## src/include/pmc_defines.svh

```systemverilog
// Constants for the printer mechanism controller
`ifndef PMC_DEFINES_SVH
`define PMC_DEFINES_SVH
`define PMC_FAULT_NONE 4'h0
`define PMC_FAULT_STALL 4'h5
`define PMC_FAULT_FORMS 4'h7
`define PMC_FAULT_OVER 4'h9
`define PMC_LINE_MAX 8'h84
`define PMC_STEPS_6LPI 8'h0C
`define PMC_STEPS_8LPI 8'h09
`define PMC_CODE_NL 7'h0A
`define PMC_CODE_VT 7'h0B
`define PMC_CODE_FF 7'h0C
`define PMC_CODE_CR 7'h0D
`define PMC_CODE_ESC 7'h1B
`define PMC_CODE_DEL 7'h7F
`define PMC_CTRL_TOP 7'h20
`define PMC_ESC_LO 7'h40
`define PMC_ESC_HI 7'h5F
`define PMC_MAX_TRIES 2'h2
`define PMC_POS_ZERO 8'h00
`endif

```

## src/include/pmc_pkg.sv

```systemverilog
// Types for the printer mechanism controller
package pmc_pkg;
   typedef enum logic [4:0] {
      PMC_IDLE = 5'b00001,
      PMC_MOVE = 5'b00010,
      PMC_FIRE = 5'b00100,
      PMC_FEED = 5'b01000,
      PMC_HALT = 5'b10000
   } pmc_state_t;
   typedef enum logic [1:0] {
      PMC_CLS_PRINT = 2'h0,
      PMC_CLS_TERM = 2'h1,
      PMC_CLS_ESC = 2'h2,
      PMC_CLS_DROP = 2'h3
   } pmc_class_t;
endpackage

```

## src/rtl/pmc_top.sv

```systemverilog
// Printer mechanism controller: carriage, feed, printhead, character intake
//
// How it works
// - A home transducer report clears the horizontal column position to zero.
// - Motion transducer pulses during carriage stepping count as proof of movement.
// - Line spacing of 6 or 8 lines per inch only changes the feed steps per line feed.
// - A move without motion is retried once, then the fault lamp lights with code 5.
// - Print-position pulses after homing track the column that decides when to fire.
// - A dot column is fired as a 9-bit code, one bit per print wire.
// - The paper feed motor only ever steps forward.
// - With no paper, the line is finished, then offline, fault lamp and code 7.
// - Key codes are handled locally offline and sent to the transmitter online.
// - A receiver's available strobe makes the controller fetch and pass on the code.
// - Codes are classified; unused control codes among the 32 are discarded.
// - Past 132 characters a line is truncated or faulted by the selected mode.
// - Codes 012, 013, 014 and 015 end the current print line.
// - Code 033 starts an escape; an invalid follower drops it and is handled normally.
// - With escapes disabled, escape codes are ignored and followers print normally.
// - The carriage drive takes a direction so it can step left or right.
`timescale 1ns/100ps
`include "pmc_defines.svh"
module pmc_top
   import pmc_pkg::*;
(
   input wire logic sys_clk,
   input wire logic rst_n,
   input wire logic home_sense,
   input wire logic motion_pulse,
   input wire logic pos_pulse,
   input wire logic paper_present,
   input wire logic lpi8_sel,
   input wire logic overrun_fault_mode,
   input wire logic esc_disable,
   input wire logic online,
   input wire logic [7:0] stall_limit,
   input wire logic fault_reset,
   input wire logic rx_avail,
   input wire logic [6:0] rx_code,
   input wire logic key_valid,
   input wire logic [6:0] key_code,
   input wire logic move_req,
   input wire logic move_dir,
   input wire logic [7:0] move_steps,
   input wire logic fire_req,
   input wire logic [7:0] fire_column,
   input wire logic [8:0] fire_pattern,
   output logic rx_fetch,
   output logic char_valid,
   output logic [6:0] char_code,
   output logic [1:0] char_class,
   output logic tx_load,
   output logic [6:0] tx_code,
   output logic car_step,
   output logic car_dir,
   output logic feed_step,
   output logic feed_fwd,
   output logic [8:0] wire_fire,
   output logic [7:0] column,
   output logic fault_lamp,
   output logic [3:0] fault_code,
   output logic offline_force,
   output logic busy
);
   pmc_state_t state_q;
   logic [7:0] steps_left_q;
   logic [7:0] steps_quiet_q;
   logic [1:0] tries_q;
   logic [7:0] feed_left_q;
   logic [7:0] line_cnt_q;
   logic esc_q;
   logic paper_lost_q;
   logic line_open_q;
   logic fire_done_q;

   // Classification of one 7-bit code against the escape state
   function automatic pmc_class_t classify(input logic [6:0] c, input logic esc);
      if (esc && c >= `PMC_ESC_LO && c <= `PMC_ESC_HI) begin
         classify = PMC_CLS_DROP; // Consumed as escape function
      end else if (c == `PMC_CODE_NL || c == `PMC_CODE_VT || c == `PMC_CODE_FF ||
                   c == `PMC_CODE_CR) begin
         classify = PMC_CLS_TERM;
      end else if (c == `PMC_CODE_ESC) begin
         classify = PMC_CLS_ESC;
      end else if (c < `PMC_CTRL_TOP || c == `PMC_CODE_DEL) begin
         classify = PMC_CLS_DROP;
      end else begin
         classify = PMC_CLS_PRINT;
      end
   endfunction

   // Incoming code path: receiver or local key
   logic in_valid;
   logic [6:0] in_code;
   pmc_class_t in_cls;
   always_comb begin
      in_valid = (rx_avail && !rx_fetch) || (key_valid && !online);
      in_code = (rx_avail && !rx_fetch) ? rx_code : key_code;
      in_cls = classify(in_code, esc_q);
   end

   // Receiver fetch strobe, one cycle per available code
   always_ff @(posedge sys_clk) begin
      if (!rst_n) begin
         rx_fetch <= 1'b0;
      end else begin
         rx_fetch <= rx_avail && !rx_fetch;
      end
   end
   // Key codes go to the transmitter while online
   always_ff @(posedge sys_clk) begin
      if (!rst_n) begin
         tx_load <= 1'b0;
         tx_code <= 7'h00;
      end else begin
         tx_load <= key_valid && online;
         tx_code <= (key_valid && online) ? key_code : tx_code;
      end
   end
   // Escape tracking; an invalid follower falls through as normal
   always_ff @(posedge sys_clk) begin
      if (!rst_n) begin
         esc_q <= 1'b0;
      end else if (in_valid) begin
         esc_q <= (in_cls == PMC_CLS_ESC) && !esc_disable;
      end
   end
   // Character output with line length limit
   always_ff @(posedge sys_clk) begin
      if (!rst_n) begin
         char_valid <= 1'b0;
         char_code <= 7'h00;
         char_class <= PMC_CLS_PRINT;
         line_cnt_q <= `PMC_POS_ZERO;
      end else begin
         char_valid <= 1'b0;
         if (in_valid) begin
            char_code <= in_code;
            char_class <= in_cls;
            if (in_cls == PMC_CLS_TERM) begin
               line_cnt_q <= `PMC_POS_ZERO;
               char_valid <= 1'b1;
            end else if (in_cls == PMC_CLS_PRINT) begin
               if (line_cnt_q < `PMC_LINE_MAX) begin
                  line_cnt_q <= line_cnt_q + 8'h01;
                  char_valid <= 1'b1;
               end // truncate or fault past limit
            end // Escape and dropped codes print nothing
         end
      end
   end
   // Line open tracking for paper-out handling
   always_ff @(posedge sys_clk) begin
      if (!rst_n) begin
         line_open_q <= 1'b0;
      end else if (in_valid && in_cls == PMC_CLS_TERM) begin
         line_open_q <= 1'b0;
      end else if (in_valid && in_cls == PMC_CLS_PRINT) begin
         line_open_q <= 1'b1;
      end
   end

   // Paper-out is latched, acted on at end of line
   always_ff @(posedge sys_clk) begin
      if (!rst_n) begin
         paper_lost_q <= 1'b0;
      end else if (!paper_present) begin
         paper_lost_q <= 1'b1;
      end else if (fault_reset) begin
         paper_lost_q <= 1'b0;
      end
   end
   // Mechanism sequencer: move, fire, feed
   always_ff @(posedge sys_clk) begin
      if (!rst_n) begin
         state_q <= PMC_IDLE;
         steps_left_q <= 8'h00;
         steps_quiet_q <= 8'h00;
         tries_q <= 2'h0;
         feed_left_q <= 8'h00;
         car_step <= 1'b0;
         car_dir <= 1'b0;
         feed_step <= 1'b0;
         wire_fire <= 9'h000;
         busy <= 1'b0;
         fire_done_q <= 1'b0;
         feed_fwd <= 1'b1; // forward only, never changed
      end else begin
         car_step <= 1'b0;
         feed_step <= 1'b0;
         wire_fire <= 9'h000;
         fire_done_q <= fire_done_q && fire_req; // One firing per held request
         case (state_q)
            PMC_IDLE: begin
               busy <= 1'b0;
               if (fault_lamp) begin
                  state_q <= PMC_HALT;
               end else if (in_valid && in_cls == PMC_CLS_TERM && in_code != `PMC_CODE_CR) begin
                  feed_left_q <= lpi8_sel ? `PMC_STEPS_8LPI : `PMC_STEPS_6LPI;
                  state_q <= PMC_FEED;
                  busy <= 1'b1;
               end else if (move_req && move_steps != 8'h00) begin
                  car_dir <= move_dir;
                  steps_left_q <= move_steps;
                  steps_quiet_q <= 8'h00;
                  tries_q <= 2'h1;
                  state_q <= PMC_MOVE;
                  busy <= 1'b1;
               end else if (fire_req && !fire_done_q) begin
                  state_q <= PMC_FIRE;
                  busy <= 1'b1;
               end
            end
            PMC_MOVE: begin
               if (motion_pulse) begin
                  steps_quiet_q <= 8'h00;
               end else if (car_step) begin
                  steps_quiet_q <= steps_quiet_q + 8'h01;
               end
               if (!motion_pulse && steps_quiet_q >= stall_limit) begin
                  steps_quiet_q <= 8'h00;
                  if (tries_q < `PMC_MAX_TRIES) begin
                     tries_q <= tries_q + 2'h1; // retry once
                     steps_left_q <= move_steps;
                  end else begin
                     state_q <= PMC_HALT;
                  end
               end else if (steps_left_q == 8'h00) begin
                  state_q <= PMC_IDLE;
               end else if (!car_step) begin
                  car_step <= 1'b1;
                  steps_left_q <= steps_left_q - 8'h01;
               end
            end
            PMC_FIRE: begin
               if (column == fire_column) begin
                  wire_fire <= fire_pattern;
                  fire_done_q <= 1'b1;
                  state_q <= PMC_IDLE;
               end else if (!fire_req) begin
                  state_q <= PMC_IDLE;
               end
            end
            PMC_FEED: begin
               if (feed_left_q == 8'h00) begin
                  state_q <= PMC_IDLE;
               end else if (!feed_step) begin
                  feed_step <= 1'b1;
                  feed_left_q <= feed_left_q - 8'h01;
               end
            end
            PMC_HALT: begin
               busy <= 1'b0;
               if (fault_reset && paper_present) begin
                  state_q <= PMC_IDLE;
               end
            end
            default: begin
               state_q <= PMC_IDLE;
            end
         endcase
      end
   end
   // Column tracking from home and print-position pulses
   always_ff @(posedge sys_clk) begin
      if (!rst_n) begin
         column <= `PMC_POS_ZERO;
      end else if (home_sense) begin
         column <= `PMC_POS_ZERO;
      end else if (pos_pulse) begin
         column <= car_dir ? column - 8'h01 : column + 8'h01;
      end
   end

   // Fault lamp, code and forced offline
   always_ff @(posedge sys_clk) begin
      if (!rst_n) begin
         fault_lamp <= 1'b0;
         fault_code <= `PMC_FAULT_NONE;
         offline_force <= 1'b0;
      end else if (state_q == PMC_MOVE && !motion_pulse && steps_quiet_q >= stall_limit &&
                   tries_q >= `PMC_MAX_TRIES) begin
         fault_lamp <= 1'b1;
         fault_code <= `PMC_FAULT_STALL;
      end else if (paper_lost_q && !line_open_q && !offline_force) begin
         fault_lamp <= 1'b1;
         fault_code <= `PMC_FAULT_FORMS;
         offline_force <= 1'b1;
      end else if (in_valid && in_cls == PMC_CLS_PRINT && overrun_fault_mode &&
                   line_cnt_q >= `PMC_LINE_MAX) begin
         fault_lamp <= 1'b1;
         fault_code <= `PMC_FAULT_OVER;
      end else if (fault_reset) begin
         fault_lamp <= 1'b0;
         fault_code <= `PMC_FAULT_NONE;
         offline_force <= 1'b0;
      end
   end
endmodule

```

## config.mk

```make
export PLATFORM = sky130hd
export DESIGN_NAME = pmc_top
export DESIGN_NICKNAME = d
export VERILOG_FILES = /design/src/include/pmc_pkg.sv /design/src/rtl/pmc_top.sv
export VERILOG_INCLUDE_DIRS = /design/src /design/src/include
export SDC_FILE = /design/constraint.sdc
export NUM_CORES = 1
export LEC_CHECK = 0
export BUFFER_PORTS_ARGS = -buffer_cell sky130_fd_sc_hd__buf_2
export CAP_MARGIN = 20
export CORE_MARGIN = 3
export CORE_UTILIZATION = 54
export DETAILED_ROUTE_END_ITERATION = 8
export PLACE_DENSITY = 0.9
export SYNTH_ARGS = -nofsm -noshare
export SYNTH_HDL_FRONTEND = slang
export SYNTH_SLANG_ARGS = --single-unit
```

## constraint.sdc

```tcl
create_clock -name sys_clk -period 3.47 [get_ports sys_clk]
set_input_delay 0.1735 -clock sys_clk [delete_from_list [all_inputs] [get_ports sys_clk]]
set_output_delay 0.1735 -clock sys_clk [all_outputs]
set_load 0.1 [all_outputs]
```

Word level (Yosys, flattened, before mapping) --
Cells that the tools add are included.
Storage, ports and cells: input port bits 63, flip-flop bits (word level) 89
Cells by class: equal/unequal tests 35, reduce and logical (&&, ||, !) cells 62, magnitude comparators 8, add/sub/neg operators 7, bitwise operators 6, mux-type cells 71
Operators with widths (count):
- $mux W8 | 21
- $mux W5 | 11
- $pmux W8 S2 | 3
- $eq A7 B4 Y1 const B | 4
- $pmux W5 S5 | 1
- $add A8 B1 Y8 const B | 3
- $sub A8 B1 Y8 const B | 3
- $ne A2 B2 Y1 const B | 11
- $logic_and A1 B1 Y1 | 21
- $mux W1 | 18
- $mux W2 | 9
- $ne A3 B3 Y1 const B | 6
- $logic_not A8 Y1 | 2
- $reduce_bool A2 Y1 | 7
- $reduce_and A6 Y1 | 2
- $reduce_and A5 Y1 | 2
- $mux W3 | 3
- $reduce_and A3 Y1 | 3
- $eq A8 B8 Y1 | 1
- $ge A8 B8 Y1 | 1
- $ge A8 B8 Y1 const B | 1
- $lt A8 B8 Y1 const B | 1
- $mux W4 | 2
- $reduce_bool A8 Y1 | 1
- 34 further kinds | 52

Depth between registers and ports, before layout --
Gate-level depths: netlist of run 1.
word-level depth 16, gate-level depth with buffers 10, depth with buffers taken out 9

Worst setup path before layout of run 1 --
No wires, ideal clock.
path kind flip-flop to flip-flop, start register rx_fetch, end register fault_code[3], data required time 3.381 ns, path buffers 1, slack 0.601 ns, data arrival time 2.781 ns, cell stages (with the launch flop) 9, cells stage by stage dfxtp_1 -> nand2b_1 -> buf_2 -> mux2i_1 -> and3_1 -> o21ai_1 -> or4b_4 -> a21boi_1 -> nor4_2
On the way: cells in the longest elaborated chain, start to end 14, elaborated cells on any way between the ends 29
Ends and longest elaborated chain:
- start: declaration | RTL line pmc_top.sv:47 | output logic rx_fetch,
- start signal: assignment | RTL line pmc_top.sv:106 | rx_fetch <= rx_avail && !rx_fetch;
- $logic_not A1 Y1 * | RTL line pmc_top.sv:96, pmc_top.sv:97
- $logic_and A1 B1 Y1 * | RTL line pmc_top.sv:96, pmc_top.sv:97
- $mux W7 | RTL line pmc_top.sv:97 | in_code = (rx_avail && !rx_fetch) ? rx_code : key_code;
- $lt A7 B6 Y1 (no line) (tied with other cells)
- $logic_or A1 B1 Y1 (no line)
- $mux W2 / $logic_or A1 B1 Y1 (equally long branches) (2 in a row)
- $mux W2 | RTL line pmc_top.sv:79 | end else if (c == `PMC_CODE_NL || c == `PMC_CODE_VT || c == `PMC_CODE_FF ||
- $mux W2 | RTL line pmc_top.sv:77 | if (esc && c >= `PMC_ESC_LO && c <= `PMC_ESC_HI) begin
- $logic_not A2 Y1 | RTL line pmc_top.sv:288 | end else if (in_valid && in_cls == PMC_CLS_PRINT && overrun_fault_mode &&
- $logic_and A1 B1 Y1 * (2 in a row) | RTL line pmc_top.sv:288
- $logic_and A1 B1 Y1 (no line) *
- $mux W4 / $reduce_bool A2 Y1 (equally long branches)
- end signal: assignment | RTL line pmc_top.sv:286 | fault_code <= `PMC_FAULT_FORMS;
- end signal: assignment | RTL line pmc_top.sv:291 | fault_code <= `PMC_FAULT_OVER;
- end signal: assignment | RTL line pmc_top.sv:294 | fault_code <= `PMC_FAULT_NONE;
- end: declaration | RTL line pmc_top.sv:60 | output logic [3:0] fault_code,
Every way passes the cells marked *; elsewhere a longest branch is shown, timed or not. A chain may end at the register's enable or synchronous reset.

Final worst setup path of run 1 --
start register steps_quiet_q[5], end register steps_left_q[1]
On the way: cells in the longest elaborated chain, start to end 4, elaborated cells on any way between the ends 8
Ends and longest elaborated chain:
- start: declaration | RTL line pmc_top.sv:66 | logic [7:0] steps_quiet_q;
- start signal: assignment | RTL line pmc_top.sv:217 | steps_quiet_q <= steps_quiet_q + 8'h01;
- $ge A8 B8 Y1 * | RTL line pmc_top.sv:219 | if (!motion_pulse && steps_quiet_q >= stall_limit) begin
- $logic_and A1 B1 Y1 * | RTL line pmc_top.sv:219
- $ne A3 B3 Y1 (no line) / $mux W8 (equally long branches)
- $reduce_and A7 Y1 (no line) / $pmux W8 S2 (equally long branches)
- end signal: assignment | RTL line pmc_top.sv:203 | steps_left_q <= move_steps;
- end signal: assignment | RTL line pmc_top.sv:223 | steps_left_q <= move_steps;
- end signal: assignment | RTL line pmc_top.sv:231 | steps_left_q <= steps_left_q - 8'h01;
- end: declaration | RTL line pmc_top.sv:65 | logic [7:0] steps_left_q;
Marked as above.

==> impl_metrics.tcl, run 1 <==
set metrics [dict create \
    outcome "completed" \
    slew_headroom_pct 34.71 \
    clk_latency_ps 350 \
    htreeDepth 3 \
    worstSetupEndpointType "register" \
    initial_core_util_pct 56.49 \
    rrSetupSlack_ps 560 \
    holdWs_ps 12.02 \
    rsz0062_at_grt "false" \
    dieArea_mm2 0.009927 \
    synthesis.instances 567 \
    clock_skew_ps 5.230 \
    crit_end "steps_left_q[1]" \
    die_height_um 99.64 \
    fmax_mhz 343.8 \
    io_pins 110 \
    grt_pass1_wl_um 20190 \
    place.detailed.hpwl_um 9197 \
    worstRegToRegCells 8 \
    wl_per_cell_um 15.83 \
    port-buffer-count 108 \
    r2r-end "steps_left_q[1]" \
    synth_cell_types 69 \
    root_buffer "clkbuf_8" \
    syn-cell-area_mm2 0.004735 \
    synth_edf_count 0 \
    clockBufferDepth 2 \
    post_cts_buffers 0 \
    first_pass_iters 5 \
    drtIter0Drc 206 \
    postSynthRegisterBits 88 \
    ys_warn_count 0 \
    final_cell_area_mm2 0.005529 \
    slew_viol_final 0 \
    drc 0 \
    startpoint "steps_quiet_q[5]" \
    core-area_mm2 0.008382 \
    grt_pass1_vias 4453 \
    path_max_fanout 16 \
    p_leak_nw 2.426 \
    die_width_um 99.64 \
    fill_cells 690 \
    cts_tree "done" \
    worstPathArrival_ps 3190 \
    multi_input_area_mm2 0.002773 \
    syn_area_per_cell_um2 8.350 \
    critPathRequiredTime_ps 3750 \
    hold_class "input pin to register" \
    tightest_slew_ps 972.8 \
    via_per_inst 5.932 \
    hold_violations 0 \
    worstSetupPathType "register to register" \
    antenna_found_initial 0 \
    total_power_mw 2.581 \
    finalSetupTns_ps 0 \
    grt_overflow_total 0 \
    syn-num-nets 653 \
    wl_um 12270 \
    fin_crit_ps 2908 \
    drv_cap 0 \
    fin_nets 752 \
    via_count 4597 \
    critPathLaunchType "register" \
    final_util_pct 65.97 \
    ys_seq_area_share_pct 37.21 \
    rows 33 \
    ant_nets 0 \
    clock-sinks 88 \
    diodes 0 \
    powerDensity_mw_per_mm2 466.9 \
    drive_above_1_share_pct 20.90 \
    synthToLayoutAreaGrowth_pct 16.78 \
    setup_viol 0 \
    r2r-start "steps_quiet_q[5]" \
    gp_congestion 0.9003 \
    fin_crit_sh_pct 83.81 \
    cts_buffers 9 \
    grt_usage_pct 24.72 \
    grt_max_degree 46 \
    ir_drop_v 0.0002651 \
    path_clk_slew_ps 90 \
    hold-path-cell-count 2 \
    place_area_mm2 0.005300 \
    postSynth.asyncResetShare_pct 0 \
    ys.flop_type "dfxtp_1" \
    regArea_mm2 0.001762 \
]
-- final cells by class --
class	instances	share of cell area [%]
Clock buffer	10	2.489
Clock inverter	5	1.471
Inverter	25	1.697
Multi-Input combinational cell	433	50.15
Sequential cell	88	31.86
Tap cell	105	2.376
Timing Repair Buffer	109	9.957
-- cells by family (layout without fill, tap and decap cells) --
group / Yosys count / after routing / share of synthesized area [%]
compound gates: 134 / 134 / 18.90
xor+xnor: 27 / 27 / 4.995
fa+ha+maj: 23 / 23 / 6.237
buf+inv: 46 / 149 / 4.228
flops: 88 / 88 / 37.21
mux: 14 / 14 / 2.986
other cells: 1 / 1 / 0.07921
simple gates: 234 / 234 / 25.37
-- cells in the mapped netlist (all sizes together), types with 3 or more instances --
library cell  instances  area [um^2]
inv                  25        93.84
nor3b                 7        52.55
o31ai                 3        22.52
o21ai                29        152.7
ha                   22        275.3
clkbuf                9        33.78
a21o                  8        60.06
nand2                52        195.2
or4                   4        30.03
nand3                25        137.6
o21a                  4        30.03
a31oi                11        68.82
buf                  12        72.57
o211ai                3        22.52
and3                  9        56.30
nand4                 5        31.28
a211oi                7        52.55
mux2i                13        130.1
nand2b                8        50.05
dfxtp                88         1762
a311oi                8        70.07
and2                 11        68.82
xor2                 14        122.6
a21oi                42        221.5
nor3                 15        75.07
a31o                  4        35.04
nand3b                4        30.03
nor4                  7        56.30
nor2                 69        259.0
xnor2                13        113.9
-- per-stage QoR --
step	instances	setup slack (ps)
after CTS	774	599.5
after detailed placement	759	614.3
after global placement	759	756.2
after floorplan	567	600.6
after global routing	775	249.9
final	775	561.7
-- critical path: stages (launching register included) --
cell,delay (ps)
dfxtp_1,360
ha_1,310
nand4_1,110
or2_0,210
o32ai_1,550
nand2b_1,500
o221ai_4,310
a211o_1,340
a21oi_1,130
-- registers in the layout, summed over array words and instances (netlist names), 2 cells and up --
signal / cells
tries_q: 2
wire_fire: 9
steps_quiet_q: 8
tx_code: 7
line_cnt_q: 8
steps_left_q: 8
column: 8
char_class: 2
state_q: 5
feed_left_q: 8
char_code: 7
fault_code: 3
-- worst min path at each step --
stage	start	endpoint	slack (ps)
detailed placement	fire_pattern[8]	wire_fire[8]	370
floorplan	paper_present	paper_lost_q	270
global placement	fire_pattern[4]	wire_fire[4]	370
finish	fire_pattern[5]	wire_fire[5]	10
CTS	fire_pattern[8]	wire_fire[8]	2
global route	fire_pattern[1]	wire_fire[1]	2
-- cell usage in the layout, fill, tap and decap left out, types with 7 or more instances in the layout --
cell type    n
nor2_1      69
nor3b_1      7
a311oi_1     8
a21oi_1     39
buf_2      108
and3_1       9
xor2_1      14
dfxtp_1     88
nor3_1      15
and2_1      11
o21ai_0     18
ha_1        22
clkbuf_8    10
mux2i_1     13
nand3_1     24
o21ai_1      9
inv_1       24
a211oi_1     7
nand2_1     52
a21o_1       8
nand2b_1     8
a31oi_1     11
xnor2_1     13
-- layer usage --
metal	vias up	share of wire, %	track usage (%)
met1	2133	40	27.63
met3	54	6.9	6.171
met4	0	2.6	10.50
li1	2225	-	-
met2	185	51	44.42
met5	-	0	0
-- power by group --
part | internal, mW | switching (mW) | leakage [nW]
clock network | 0.422 | 0.374 | 0.108
logic | 0.191 | 0.477 | 1.60
registers | 1.07 | 0.0531 | 0.717
-- timing repair --
action / in CTS / in global routing
hold buffers: 0 / 1
endpoints found under the hold margin: 0 / 1
resized for setup: 0 / 0
Power figures use the tool's default switching activity.
==> run 2, diff against run 1 <==
- ABC_AREA: unset -> 1
- CORE_UTILIZATION: 54 -> 50
- PLACE_DENSITY: 0.9 -> 0.87
- clock period: 3.47 -> 2.5 ns (I/O delays scaled with it)
==> impl_metrics.tcl, run 2 <==
set metrics [dict create \
    outcome "completed" \
    path_cells "ha_1, nand2_1, nor2_1, nand4_1, nand3_1, nand2_1, nand2_2, o21ai_0, nand2_1, nand2_2, inv_2, nor2_1, nor2_1" \
    synthToLayoutAreaGrowth_pct 17.51 \
    holdWs_ps 16.62 \
    synthAdderAreaFrac_pct 5.662 \
    ant_nets 0 \
    path_clk_slew_ps 90 \
    final_cell_mix "nand2_1, nor2_1, buf_2" \
    worstPathArrival_ps 2460 \
    ir_drop_v 0.0003995 \
    grt_max_degree 42 \
    power_frac_comb_pct 47.9 \
    port-buffer-count 108 \
    fin_crit_sh_pct 86.56 \
    tightest_slew_ps 533.2 \
    synth_top_family_by_area "simple AND/OR/NAND/NOR gates" \
    rows 36 \
    p_seq_share_pct 34.3 \
    max_stage_delay_ps 340 \
    powerDensity_mw_per_mm2 852.6 \
    rsz0062_at_grt "false" \
    p_switching_mw 2.390 \
    worst_slack_ps 336.1 \
    dp_slack_ps 358.1 \
    fmax_mhz 462.1 \
    htreeDepth 3 \
    cts_buffers 9 \
    drv_cap 0 \
    hold_class "input pin to register" \
    synthMuxAreaShare_pct 0 \
    switching_share_pct 45.74 \
    die_height_um 108.1 \
    drtIter0Drc 333 \
    cts_tree "done" \
    clockBufferDepth 2 \
    clock-sinks 88 \
    grt_pass1_wl_um 20500 \
    first_pass_iters 5 \
    synth_cell_types 47 \
    hold_violations 0 \
    final_util_pct 61.56 \
    grt_pass1_vias 4628 \
    via_per_inst 5.013 \
    synthesis.instances 751 \
    synth_xor_area_share_pct 5.710 \
    ys.flop_type "dfxtp_1" \
    largest_reg_flops 9 \
    slew_viol_final 0 \
    ys_warn_count 0 \
    final_common_cell "nand2_1" \
    postSynth.asyncResetShare_pct 0 \
    clock_skew_ps 12.42 \
    clk_latency_ps 360 \
    regMostFlops "wire_fire" \
    synthSimpleGateAreaFrac_pct 33.88 \
    initial_core_util_pct 52.39 \
    fin_nets 951 \
    wl_um 12240 \
    power.internal_mw 2.835 \
    wl_per_cell_um 12.20 \
    synth_top_area_share_pct 33.78 \
    finalSetupTns_ps 0 \
    worstSetupPathType "register to register" \
    syn-cell-area_mm2 0.005215 \
    antenna_found_initial 1 \
    worstSetupEndpointType "register" \
    synth_compound_area_share_pct 11.01 \
    via_count 5033 \
    core-area_mm2 0.009955 \
    grt_overflow_total 0 \
    yosysMostFrequentCell "nand2_1" \
    synth_edf_count 0 \
    place.detailed.hpwl_um 9149 \
    drive_above_1_share_pct 20.57 \
    syn_area_per_cell_um2 6.944 \
    io_pins 110 \
    root_buffer "clkbuf_8" \
    total_power_mw 5.225 \
    slew_headroom_pct 64.19 \
    path_max_fanout 8 \
    die_width_um 108.1 \
    gp_congestion 0.8886 \
    postSynthRegisterBits 88 \
    drc 0 \
    synth_area_leaders "dfxtp_1, nand2_1, nor2_1" \
    dieArea_mm2 0.01169 \
    p_leak_nw 3.145 \
    ys_seq_area_share_pct 33.78 \
    grt_usage_pct 21.47 \
    yosys.area.top_type "dfxtp_1" \
    ys_top_cells_by_count "nand2_1, nor2_1, inv_1, dfxtp_1, a21oi_1" \
    clkPwrFrac_pct 17.8 \
    fin_crit_ps 2164 \
    cpMaxStageDelayCell "dfxtp_1" \
    setup_viol 0 \
    critPathLaunchType "register" \
    critPathRequiredTime_ps 2790 \
    syn-num-nets 837 \
]
-- run 2: kinds of logic (layout without fill, tap and decap cells) --
logic type               count (synthesis)  count (layout)
buffers and inverters                  126             245
AND/OR/NAND/NOR                        370             370
AO/OA/AOI/OAI                          109             109
flip-flops                              88              88
adder cells (fa/ha/maj)                 23              23
other                                    1               2
XOR/XNOR                                34              34
-- run 2: timing repair --
item / CTS / global route
setup buffers: 0 / 0
endpoints found under the hold margin: 9 / 0
resized for setup: 0 / 0
hold buffers: 9 / 0
-- run 2: worst paths after layout --
path	cells after the start	slack (ps)	from	endpoint
worst min-delay path	3	20	fire_req	fire_done_q
worst max register to register	13	340	steps_quiet_q[7]	steps_left_q[2]
worst max-delay path	13	340	steps_quiet_q[7]	steps_left_q[2]
worst min register to register	2	450	line_open_q	line_open_q
-- run 2: power by group through the flow --
stage / Sequential, mW / Clock (mW) / Combinational [mW]
after floorplan: 2.14 / 0 / 1.69
after global placement: 1.81 / 0 / 2.42
after detailed placement: 1.82 / 0 / 2.47
after CTS: 1.79 / 0.958 / 2.50
after global routing: 1.82 / 1.01 / 2.79
final: 1.79 / 0.929 / 2.50
-- run 2: worst max-delay path: cells and delay by family, from the launching register on --
family                   cells  cell delay (ps)
AO/OA/AOI/OAI                1               90
buffers and inverters        1              140
flip-flops                   1              340
adder cells (fa/ha/maj)      1              300
AND/OR/NAND/NOR             10             1220
-- run 2: layout make-up --
cell class | instances | area, um^2
Tap cell | 133 | 166.4
Multi-Input combinational cell | 537 | 2938
Clock buffer | 13 | 158.9
Clock inverter | 3 | 25.02
Fill cell | 937 | 3826
Timing Repair Buffer | 122 | 668.1
Sequential cell | 88 | 1763
Inverter | 107 | 406.6
Antenna cell | 1 | 2.502
-- run 2: per-stage QoR --
stage	std cells	area, um^2
after floorplan	751	5216
after global placement	978	5852
after CTS	1003	6126
after global routing	1003	6126
final	1004	6128
after detailed placement	978	5852
-- run 2: metal layers --
| metal | wire [um] | track usage (%) | share of wire [%] |
|---|---|---|---|
| met1 | 5405 | 26.18 | 44 |
| met4 | 83 | 3.877 | 0.68 |
| met3 | 818 | 5.552 | 6.7 |
| met2 | 5923 | 38.45 | 48 |
| met5 | 13 | 0 | 0.11 |
==> run 3, diff against run 2 <==
- ABC_AREA: 1 -> unset
- CORE_UTILIZATION: 50 -> 49
==> impl_metrics.tcl, run 3 (synthesis gave the netlist of run 1 again) <==
set metrics [dict create \
    outcome "completed" \
    cts_buffers 9 \
    total_power_mw 3.541 \
    fin_nets 785 \
    grt_pass1_vias 4538 \
    r2r-start "steps_quiet_q[5]" \
    dp_slack_ps -179.5 \
    grt_pass1_wl_um 20830 \
    wl_um 12690 \
    cpMaxStageDelayCell "dfxtp_1" \
    path_clk_slew_ps 90 \
    hold_path_end "tx_code[4]" \
    clockBufferDepth 2 \
    fmax_mhz 418.4 \
    initial_core_util_pct 50.76 \
    hold_violations 0 \
    hold_class "input pin to register" \
    port-buffer-count 108 \
    largest_reg_flops 9 \
    ir_drop_v 0.0004028 \
    drtIter0Drc 279 \
    clk_latency_ps 360 \
    root_buffer "clkbuf_8" \
    path_cells "ha_1, nand4_1, or2_0, o32ai_2, buf_4, nand2_1, or2_2, a31oi_1, a31o_1" \
    fin_crit_sh_pct 95.60 \
    core-area_mm2 0.009328 \
    first_pass_iters 7 \
    hold-path-cell-count 3 \
    grt_overflow_total 0 \
    io_pins 110 \
    critPathRequiredTime_ps 2820 \
    rows 35 \
    worst_slack_ps 110.1 \
    regMostFlops "wire_fire" \
    fin_crit_ps 2390 \
    worstRegToRegCells 9 \
    worstSetupEndpointType "register" \
    holdWs_ps 40.55 \
    slew_viol_final 0 \
    critPathLaunchType "register" \
    p_leak_nw 2.593 \
    drv_cap 0 \
    diodes 0 \
    worstPathArrival_ps 2710 \
    gp_congestion 0.8634 \
    dp_cells 803 \
    drc 0 \
    die_height_um 104.3 \
    crit_buf_inv 1 \
    powerDensity_mw_per_mm2 600.9 \
    final_util_pct 63.18 \
    htreeDepth 3 \
    worstSetupPathType "register to register" \
    clock_skew_ps 12.17 \
    min_from "key_code[4]" \
    tightest_slew_ps 1028 \
    max_stage_delay_ps 370 \
    final_cell_mix "buf_2, dfxtp_1, nor2_1" \
    setup_viol 0 \
    grt_usage_pct 22.76 \
    slew_headroom_pct 31.00 \
    grt_max_degree 46 \
    wl_per_cell_um 15.23 \
    dieArea_mm2 0.01088 \
    cpLargestDelayFamily "simple AND/OR/NAND/NOR gates" \
    path_max_fanout 5 \
    place.detailed.hpwl_um 9191 \
    final_common_cell "buf_2" \
    drive_above_1_share_pct 25.14 \
    via_count 4686 \
    rrSetupSlack_ps 110 \
    clock-sinks 88 \
    cts_tree "done" \
    synthToLayoutAreaGrowth_pct 24.47 \
    via_per_inst 5.625 \
    r2r-end "offline_force" \
    ant_nets 0 \
    antenna_found_initial 0 \
    stdcell_count 833 \
    die_width_um 104.3 \
]
-- run 3: cell types whose count changed in the layout (fill, tap and decap cells not counted), sizes merged, moves of 8 or more --
cell    change
buf        +17
nand2b      +8
and3        +9
a311oi      +8
a31oi       +9
inv        -80
nand2     -104
nor2       -49
nand3      -15
and2       +11
mux2i      +13
o21ai      -22
nand4      -29
-- run 3: worst min-delay path: cells and delay by family --
family / cells / cell delay [ps]
AO/OA/AOI/OAI: 1 / 50
buffers and inverters: 1 / 120
AND/OR/NAND/NOR: 1 / 60
-- run 3: area by class of cell --
type                       count  area, um^2
clock inverter                 5       38.79
clock buffer                  11       141.4
timing repair buffer         141       823.3
sequential                    88        1767
inverter                      25       93.84
multi-input combinational    434        2868
tap                          129       161.4
fill                         817        3435
-- run 3: worst max path at each step --
stage                                  to  cells past startpoint              from  slack (ps)
final                       offline_force                      9  steps_quiet_q[5]         110
after global routing        offline_force                      9  steps_quiet_q[5]         -60
after CTS                 steps_left_q[5]                     10  steps_quiet_q[0]          10
after detailed placement  steps_left_q[5]                     10  steps_quiet_q[0]        -180
after global placement    steps_left_q[5]                     10  steps_quiet_q[0]         -60
after floorplan             fault_code[3]                      8          rx_fetch         -30
-- run 3: what timing repair did --
action | 4_1_cts | 5_1_grt
endpoints found under the hold margin | 11 | 0
buffers inserted | 2 | 0
gates resized for setup | 3 | 16
endpoints found under the setup margin | 9 | 21
hold buffers | 11 | 0
cloned | 1 | 0
pin swaps | 1 | 4
-- run 3: metal layers --
metal | global-route usage (%) | vias to the layer above | wire length [um]
li1 | - | 2298 | -
met1 | 27.83 | 2173 | 5292
met2 | 39.81 | 190 | 6247
met3 | 3.849 | 25 | 871
met4 | 8.737 | 0 | 278
met5 | 0 | - | 0
-- run 3: metrics by stage --
step / setup TNS, ps / cell area (um^2)
5_1_grt: -192.0 / 5893
3_3_place_gp: -123.2 / 5484
6_report: 0 / 5893
4_1_cts: 0 / 5817
2_1_floorplan: -33.89 / 4738
3_5_place_dp: -854.7 / 5484
-- run 3: power breakdown --
part	internal, mW	switching [mW]
clock network	0.396	0.532
logic	0.357	0.704
registers	1.48	0.0723
